`src/hdl/light_barrier_cfg.svh`:
```
// constants for the light barrier pulse controller
`ifndef LIGHT_BARRIER_CFG_SVH
`define LIGHT_BARRIER_CFG_SVH

`define LB_CLK_MHZ        100
`define LB_REF_OSC_MHZ    32
`define LB_PULSE_US_MIN   1
`define LB_PULSE_US_MAX   8
`define LB_PER_US_MIN     5
`define LB_PER_US_MAX     100000
`define LB_CNT_W          24
`define LB_FILT_W         16
`define LB_FILT_MAX       16'h8000
`define LB_INC_UNIT       1024
`define LB_INC_ZERO_W     32
`define LB_SYNC_STAGES    2

`endif

```
`src/hdl/light_barrier_pkg.sv`:
```
// types shared by the light barrier pulse controller
package light_barrier_pkg;

  typedef enum logic [1:0]
  {
    ST_IDLE  = 2'b00,
    ST_PULSE = 2'b01,
    ST_EVAL  = 2'b11
  } led_state_e;

  typedef logic [2:0] pulse_code_t;

endpackage : light_barrier_pkg

```
`src/hdl/light_barrier_pulse_controller.sv`:
```
// digital core of a pulsed light barrier: led timing, filters, pin sharing
// Functional notes
// - chip select high means operation, low command
// - shared pins swap roles in command mode
// - standalone ignores enable, uses scan period
// - controlled mode pulses led per enable
// - led pulse length selectable 1 to 8us
// - scan period settable 5 to 100000us
// - controlled cycle time follows enable input
// - response within (valid count+1) cycles
// - release within (missing count+1) cycles
// - increment weight sets 1..32 valid pulses
// - decrement weight sets up to 32768 pulses
// - all timing from one reference clock
// - detection outputs are open drain
// - controlled pulse starts on synced enable rise
// - weighted saturating counter add and subtract
// - output low at max, high at zero
`include "light_barrier_cfg.svh"

module light_barrier_pulse_controller
#(
  parameter int CYC_PER_US = `LB_CLK_MHZ
)
(
  input  wire logic        i_clk,
  input  wire logic        i_rstn,
  input  wire logic        i_cs_n,
  input  wire logic        i_en_si,
  input  wire logic        i_led_sck_i,
  output logic             o_led_sck_o,
  output logic             o_led_sck_oe_n,
  output logic             o_detect_out_n_o,
  output logic             o_detect_out_n_oe_n,
  output logic             o_reserve_out_n_o,
  output logic             o_reserve_out_n_oe_n,
  input  wire logic        i_standalone,
  input  wire logic [2:0]  i_led_pulse_len,
  input  wire logic [16:0] i_scan_period,
  input  wire logic [4:0]  i_inc_weight,
  input  wire logic [3:0]  i_missing_weight,
  input  wire logic        i_detect_hit,
  input  wire logic        i_reserve_hit,
  input  wire logic        i_serial_out,
  output logic             o_cmd_mode,
  output logic             o_serial_in,
  output logic             o_serial_clk_rise,
  output logic             o_pulse_strobe
);

  ////////////////////////////////////////////////////////////////////////////
  // helpers

  // time in microseconds to clock cycles at the core rate
  function automatic logic [23:0] to_cycles(input logic [16:0] us);
    logic [47:0] prod;
    prod      = 48'(us) * 48'(CYC_PER_US);
    to_cycles = prod[23:0];
  endfunction : to_cycles

  function automatic logic [16:0] clamp_period(input logic [16:0] us);
    if (us < 17'(`LB_PER_US_MIN))
      clamp_period = 17'(`LB_PER_US_MIN);
    else if (us > 17'(`LB_PER_US_MAX))
      clamp_period = 17'(`LB_PER_US_MAX);
    else
      clamp_period = us;
  endfunction : clamp_period

  ////////////////////////////////////////////////////////////////////////////
  // pin synchronisers

  logic [1:0] cs_sync_q;
  logic [1:0] en_sync_q;
  logic [1:0] sck_sync_q;
  logic       en_prev_q;
  logic       sck_prev_q;

  // cs and enable idle high through their pull-ups
  always_ff @(posedge i_clk)
  begin
    if (!i_rstn)
    begin
      cs_sync_q  <= 2'h3;
      en_sync_q  <= 2'h3;
      sck_sync_q <= 2'h0;
    end
    else
    begin
      cs_sync_q  <= {cs_sync_q[0], i_cs_n};
      en_sync_q  <= {en_sync_q[0], i_en_si};
      sck_sync_q <= {sck_sync_q[0], i_led_sck_i};
    end
  end

  always_ff @(posedge i_clk)
  begin
    if (!i_rstn)
    begin
      en_prev_q  <= 1'b1;
      sck_prev_q <= 1'b0;
    end
    else
    begin
      en_prev_q  <= en_sync_q[1];
      sck_prev_q <= sck_sync_q[1];
    end
  end

  logic op_mode;
  logic en_rise;
  logic sck_rise;

  assign op_mode  = cs_sync_q[1];
  assign en_rise  = en_sync_q[1] & ~en_prev_q;
  assign sck_rise = sck_sync_q[1] & ~sck_prev_q;

  ////////////////////////////////////////////////////////////////////////////
  // cycle timing

  logic [23:0] pulse_cyc;
  logic [23:0] period_cyc;

  // all periods derive from the core clock; a slow reference only
  // changes CYC_PER_US
  assign pulse_cyc  = to_cycles(17'(i_led_pulse_len) + 17'(`LB_PULSE_US_MIN));
  assign period_cyc = to_cycles(clamp_period(i_scan_period));

  logic [23:0] per_cnt_q;
  logic        per_tick;

  assign per_tick = (per_cnt_q == 24'h000000);

  // scan timer, free running in standalone operation and held at zero otherwise, reloaded on expiry
  always_ff @(posedge i_clk)
  begin
    if (!i_rstn)
      per_cnt_q <= 24'h000000;
    else if (!op_mode || !i_standalone)
      per_cnt_q <= 24'h000000;
    else if (per_tick)
      per_cnt_q <= period_cyc - 24'h000001;
    else
      per_cnt_q <= per_cnt_q - 24'h000001;
  end

  logic trigger;

  // standalone never looks at enable
  assign trigger = op_mode & (i_standalone ? per_tick : en_rise);

  ////////////////////////////////////////////////////////////////////////////
  // led pulse sequencer

  light_barrier_pkg::led_state_e state_q;
  light_barrier_pkg::led_state_e state_d;
  logic [23:0]                   pulse_cnt_q;

  always_comb
  begin
    state_d = state_q;
    unique case (state_q)
      light_barrier_pkg::ST_IDLE:
      begin
        if (trigger)
          state_d = light_barrier_pkg::ST_PULSE;
      end
      light_barrier_pkg::ST_PULSE:
      begin
        if (!op_mode)
          state_d = light_barrier_pkg::ST_IDLE;
        else if (pulse_cnt_q == 24'h000001)
          state_d = light_barrier_pkg::ST_EVAL;
      end
      light_barrier_pkg::ST_EVAL:
      begin
        state_d = light_barrier_pkg::ST_IDLE;
      end
      default:
      begin
        state_d = light_barrier_pkg::ST_IDLE;
      end
    endcase
  end

  always_ff @(posedge i_clk)
  begin
    if (!i_rstn)
      state_q <= light_barrier_pkg::ST_IDLE;
    else
      state_q <= state_d;
  end

  // a trigger during a running pulse is dropped, not queued
  always_ff @(posedge i_clk)
  begin
    if (!i_rstn)
      pulse_cnt_q <= 24'h000000;
    else if (state_q == light_barrier_pkg::ST_IDLE && trigger)
      pulse_cnt_q <= pulse_cyc;
    else if (state_q == light_barrier_pkg::ST_PULSE && pulse_cnt_q != 24'h000000)
      pulse_cnt_q <= pulse_cnt_q - 24'h000001;
    else
      pulse_cnt_q <= 24'h000000;
  end

  logic led_q;

  always_ff @(posedge i_clk)
  begin
    if (!i_rstn)
      led_q <= 1'b0;
    else
      led_q <= (state_d == light_barrier_pkg::ST_PULSE);
  end

  ////////////////////////////////////////////////////////////////////////////
  // comparator sampling and filters

  logic strobe;
  logic det_active;
  logic res_active;

  // comparators are read once, at the end of each led pulse
  assign strobe = op_mode & (state_q == light_barrier_pkg::ST_EVAL);

  pulse_filter u_detect_filter
  (
    .i_clk            (i_clk),
    .i_rstn           (i_rstn),
    .i_strobe         (strobe),
    .i_valid          (i_detect_hit),
    .i_inc_weight     (i_inc_weight),
    .i_missing_weight (i_missing_weight),
    .o_active         (det_active),
    .o_count          ()
  );

  pulse_filter u_reserve_filter
  (
    .i_clk            (i_clk),
    .i_rstn           (i_rstn),
    .i_strobe         (strobe),
    .i_valid          (i_reserve_hit),
    .i_inc_weight     (i_inc_weight),
    .i_missing_weight (i_missing_weight),
    .o_active         (res_active),
    .o_count          ()
  );

  ////////////////////////////////////////////////////////////////////////////
  // shared pins

  logic       so_q;
  logic       si_q;
  logic       sck_rise_q;
  logic       strobe_q;
  logic [2:0] cmd_age_q;

  // the clock synchroniser still carries the led level for a few cycles
  // after entry to command mode; a rise seen then is no host clock edge
  always_ff @(posedge i_clk)
  begin
    if (!i_rstn)
      cmd_age_q <= 3'h0;
    else if (op_mode)
      cmd_age_q <= 3'h0;
    else
      cmd_age_q <= {cmd_age_q[1:0], 1'b1};
  end

  always_ff @(posedge i_clk)
  begin
    if (!i_rstn)
    begin
      so_q       <= 1'b1;
      si_q       <= 1'b1;
      sck_rise_q <= 1'b0;
      strobe_q   <= 1'b0;
    end
    else
    begin
      so_q       <= i_serial_out;
      si_q       <= en_sync_q[1];
      sck_rise_q <= ~op_mode & cmd_age_q[2] & sck_rise;
      strobe_q   <= strobe;
    end
  end

  // led pin is released in command mode so the host can clock it
  assign o_led_sck_o    = led_q;
  assign o_led_sck_oe_n = ~op_mode;

  // open drain: pad level is always low, only the enable moves
  assign o_detect_out_n_o     = 1'b0;
  assign o_detect_out_n_oe_n  = op_mode ? ~det_active : so_q;
  assign o_reserve_out_n_o    = 1'b0;
  assign o_reserve_out_n_oe_n = ~res_active;

  assign o_cmd_mode        = ~op_mode;
  assign o_serial_in       = si_q;
  assign o_serial_clk_rise = sck_rise_q;
  assign o_pulse_strobe    = strobe_q;

endmodule : light_barrier_pulse_controller

```
`src/hdl/pulse_filter.sv`:
```
// weighted up/down pulse filter with latched detection state
`include "light_barrier_cfg.svh"

module pulse_filter
(
  input  wire logic       i_clk,
  input  wire logic       i_rstn,
  input  wire logic       i_strobe,
  input  wire logic       i_valid,
  input  wire logic [4:0] i_inc_weight,
  input  wire logic [3:0] i_missing_weight,
  output logic            o_active,
  output logic [15:0]     o_count
);

  localparam logic [16:0] MAX17 = {1'b0, `LB_FILT_MAX};

  logic [15:0] cnt_q;
  logic [15:0] cnt_d;
  logic        act_q;
  logic [16:0] up_sum;
  logic [15:0] up_step;
  logic [15:0] dn_step;

  ////////////////////////////////////////////////////////////////////////////
  always_comb
  begin
    // zero weight means the widest step
    if (i_inc_weight == 5'h00)
      up_step = 16'(`LB_INC_ZERO_W * `LB_INC_UNIT);
    else
      up_step = 16'(32'(i_inc_weight) * `LB_INC_UNIT);
    dn_step = 16'h0001 << i_missing_weight;
    up_sum  = {1'b0, cnt_q} + {1'b0, up_step};
    cnt_d   = cnt_q;
    if (i_strobe)
    begin
      if (i_valid)
        cnt_d = (up_sum >= MAX17) ? `LB_FILT_MAX : up_sum[15:0];
      else
        cnt_d = (cnt_q <= dn_step) ? 16'h0000 : cnt_q - dn_step;
    end
  end

  always_ff @(posedge i_clk)
  begin
    if (!i_rstn)
      cnt_q <= 16'h0000;
    else
      cnt_q <= cnt_d;
  end

  // hysteresis: only the two limits move the output
  always_ff @(posedge i_clk)
  begin
    if (!i_rstn)
      act_q <= 1'b0;
    else if (cnt_d == `LB_FILT_MAX)
      act_q <= 1'b1;
    else if (cnt_d == 16'h0000)
      act_q <= 1'b0;
  end

  assign o_active = act_q;
  assign o_count  = cnt_q;

endmodule : pulse_filter

```
`config.mk`:
```
export PLATFORM = sky130hd
export DESIGN_NAME = light_barrier_pulse_controller
export DESIGN_NICKNAME = d
export VERILOG_FILES = /design/src/hdl/light_barrier_pkg.sv /design/src/hdl/light_barrier_pulse_controller.sv /design/src/hdl/pulse_filter.sv
export VERILOG_INCLUDE_DIRS = /design/src /design/src/hdl
export SDC_FILE = /design/constraint.sdc
export NUM_CORES = 1
export LEC_CHECK = 0
export ABC_AREA = 1
export BUFFER_PORTS_ARGS = -buffer_cell sky130_fd_sc_hd__buf_2
export CAP_MARGIN = 20
export CORE_UTILIZATION = 61
export CTS_CLUSTER_SIZE = 30
export DETAILED_ROUTE_END_ITERATION = 10
export HOLD_SLACK_MARGIN = 0.15
export PLACE_DENSITY_LB_ADDON = 0.05
export SLEW_MARGIN = 5
export SYNTH_ARGS = -nofsm -noshare
export SYNTH_HDL_FRONTEND = slang
export SYNTH_HIERARCHICAL = 1
export SYNTH_SLANG_ARGS = --single-unit
```
`constraint.sdc`:
```
create_clock -name i_clk -period 7.65 [get_ports i_clk]
set_clock_uncertainty 0.15 [all_clocks]
set_input_delay 1.53 -clock i_clk [delete_from_list [all_inputs] [get_ports i_clk]]
set_output_delay 1.53 -clock i_clk [all_outputs]
set_load 0.1 [all_outputs]
```
==> results by group <==
Clocking
  – # clock sinks: just under 100
  – Postcts setup bufs: 0
  – CTS resizes: 0
  – CTS Buffer Depth: 2
  – Hold_buf cts: 0
  – CTS buffer count: 9
  – CTS root buf: clkbuf_16
  – Clock Latency Late Sink: 0.35 ns
  – CTS tree: done
  – H-tree level count: 3
  – Clock transition at path regs: 0.07 ns

Critical path
  – Buffers & Inverters on Critical Path: 8
  – CP Capture Type: register
  – Critical Path Max Stage Delay: roughly 0.51 ns
  – Top cell by count, worst path: nand2_1
  – CP Class: in -> reg
  – Crit path DAT: 5.79 ns
  – Crit-path leading delay family: simple AND/OR/NAND/NOR gates
  – CP max-delay cell: fa_1
  – CP startpoint kind: primary input
  – CP required: about 7.8 ns
  – CP Max Fanout: 9

Die
  – # rows: 48
  – IO Pins: 48
  – Full die area: about 18000 um2
  – Die Y: approximately 130 um
  – Starting Density: just over 60%
  – DIE WIDTH: approximately 130 um
  – Core Region: between 15000 and 20000 um2

Power
  – Pleak: 6.481 nW
  – P_int: around 0.0015 W
  – Net load switching power: between 0.001 and 0.0015 W
  – Clock power share: around 16%
  – Switch share: between 40% and 50%
  – PnR Total Power: 0.002933 W
  – Comb pwr share: roughly three fifths
  – Seq pwr share: between 20 and 25%
  – Power Dens Cells: 256.3 nW/um2
  – Worst vdd ir: 0.2095 mV

Synthesis
  – Largest area contributor in the netlist: dfxtp_1
  – Count of different cell masters after synthesis: 52
  – Register area share after synthesis: 18.38%
  – #FFs+latches synth: 99
  – Compound-Gate Fraction of Synth Area: 8.228%
  – Mapped Cells: roughly 1700
  – Multiplexer share of the synthesized area: 0%
  – Area share of fa/ha/maj cells after synthesis: between 15 and 20%
  – Share of the synthesized area in the top cell type: a little under a fifth
  – Synth Cell Area: around 11000 um2
  – Syn Area/Cell: between 6 and 7 um2
  – Synth Warn #: 6
  – Xor/xnor cell area share of the yosys netlist: under 10%
  – Largest family of logic cells by synthesized area: simple AND/OR/NAND/NOR gates
  – Top cells by area, synth: dfxtp_1, nand2_1, ha_1, inv_1, nor2_1
  – Post-synthesis simple-gate area fraction: roughly two fifths

STA
  – Crit path time final: 5.694 ns
  – Worst Max-Slew Pin Slew: about 0.63 ns
  – Fmax: between 150 and 200 MHz
  – Hold WS: 0.2475 ns
  – Period utilization: ~74%
  – RSZ-0062 raised after global routing: no
  – Final Max Tran Viols: 0
  – Setup Viol. Count Final: 0
  – Hold Fails Final Rpt: 0
  – Setup TNS: 0 ns
  – Max_slew headroom: 57.78%

Placement
  – Port Buffers: between 40 and 50
  – GP Congestion: ~0.97
  – Placed Cells incl. Taps: slightly below 2000
  – DP HPWL: 20340 um

Global routing
  – Initial antenna violation count: 0
  – First-pass GRT wire length: 42820 um
  – Grt ovf: 0
  – GRT Overall Usage: 28.59%
  – Pin count of the biggest net entering global routing: 25
  – Vias in the first global route: roughly 9500

Cells and area
  – Area Overhead vs Synth: 6.127%
  – Area of the multi-input gates: 7540 um2
  – Diode count: 0
  – Sequential Area: roughly 2000 um2
  – Fin util: roughly 66%
  – Fillers: 1643
  – Finished Layout Cells: 1978
  – Fin nets: ~1900
  – Share of layout cells above drive strength 1: around a tenth

Route
  – Vias per cell: around 5.3
  – Routed Antenna Nets: 0
  – Post-DR wirelength/cell: between 10 and 15 um
  – # DRC: 0
  – DR iter-0 viols: between 700 and 800
  – Routed wire length: 24980 um
  – Initial DRT Pass Iterations: 8
  – DR vias: about 10000

Run
  – Total of max-cap violations: 0

Min path
  – Worst hold-check path type: reg -> reg

Run status
  – Status: completed
kinds of logic after synthesis:
family                     after synthesis
and+or+nand+nor                        949
xor gates and xnor gates                54
AOI/OAI and AO/OA                      164
DFF                                     99
buffers and inverters                  327
other                                    1
adders and majority gates              131
worst paths after layout:
| kind | start | to | slack, ns | depth (start not counted) |
|---|---|---|---|---|
| worst max-delay path | i_scan_period[16] | per_cnt_q[22]$_SDFF_PP0_ | 1.96 | 30 |
| worst min register to register | sck_prev_q$_SDFF_PN0_ | o_serial_clk_rise$_SDFF_PN0_ | 0.25 | 1 |
| worst min-delay path | sck_prev_q$_SDFF_PN0_ | o_serial_clk_rise$_SDFF_PN0_ | 0.25 | 1 |
| worst max register to register | u_detect_filter/o_count[10]$_SDFF_PN0_ | u_detect_filter/o_active$_SDFFE_PN0P_ | 4.82 | 15 |
per-stage QoR:
| step | area, um2 | worst slack (ns) |
|---|---|---|
| 3_5_place_dp | 11130 | 1.656 |
| 3_3_place_gp | 11130 | 1.783 |
| 2_1_floorplan | 10790 | 2.265 |
| 4_1_cts | 11440 | 2.001 |
| 6_report | 11440 | 1.956 |
| 5_1_grt | 11440 | 1.459 |
layout by cell type, fill, tap and decap left out, drive strengths merged:
cell and count:
and2 2, a21oi 94, inv 290, o21a 1, xor2 32, dfxtp 99, nand3 107, conb 3
clkinv 6, fa 16, a31oi 5, buf 46, o32ai 1, nor3 26, or2 23, nand3b 14
o22ai 3, nand4 67, o21ai 44, bufinv 1, nor4 7, nor2 200, and3 4, o21bai 8
ha 115, o31ai 5, clkbuf 10, xnor2 22, o211ai 3, nand2 497, nor3b 2
power by group through the flow:
stage / Sequential (W) / Clock (W) / Combinational (W)
after floorplan: 0.000678 / 0 / 0.00144
after global placement: 0.000686 / 0 / 0.00173
after detailed placement: 0.000686 / 0 / 0.00176
after CTS: 0.000675 / 0.000484 / 0.00177
after global routing: 0.000689 / 0.000501 / 0.00204
final: 0.000676 / 0.000474 / 0.00178
area by class of cell:
cell class	instances	area share, %
Clock buffer	10	2.089
Sequential cell	99	17.32
Clock inverter	6	0.6342
Tap cell	225	2.460
Multi-Input combinational cell	1301	65.89
Timing Repair Buffer	46	2.034
Inverter	291	9.568
synth_stat cells, drive strengths merged:
| cell type | instances |
|---|---|
| nand3 | 107 |
| nand4 | 67 |
| xnor2 | 22 |
| ha | 115 |
| o21ai | 44 |
| and2 | 2 |
| clkinv | 3 |
| nor4 | 7 |
| conb | 1 |
| nand3b | 14 |
| o21bai | 8 |
| clkbuf | 25 |
| nor3 | 26 |
| and3 | 4 |
| o21a | 1 |
| nor2 | 200 |
| o31ai | 5 |
| nor3b | 2 |
| xor2 | 32 |
| or2 | 23 |
| dfxtp | 99 |
| buf | 11 |
| o32ai | 1 |
| o22ai | 3 |
| a21oi | 94 |
| nand2 | 497 |
| o211ai | 3 |
| a31oi | 5 |
| inv | 288 |
| fa | 16 |
metal layers:
layer  up-vias  global-route usage, %  routed length [um]
li1       5560                      -                   -
met1      4630                  39.47               12170
met2       226                  47.77               11300
met3        31                  2.965                1143
met4         0                  6.617                 359
met5         -                      0                   0
flip-flops by register name (all words and copies together), names as in the netlist, 2 cells and up:
name	count
per_cnt_q	24
pulse_cnt_q	24
u_detect_filter/o_count	16
u_reserve_filter/o_count	16
cmd_age_q	3
cs_sync_q	2
en_sync_q	2
sck_sync_q	2
state_q	2
Note: power is estimated with default switching activity, not from simulation.
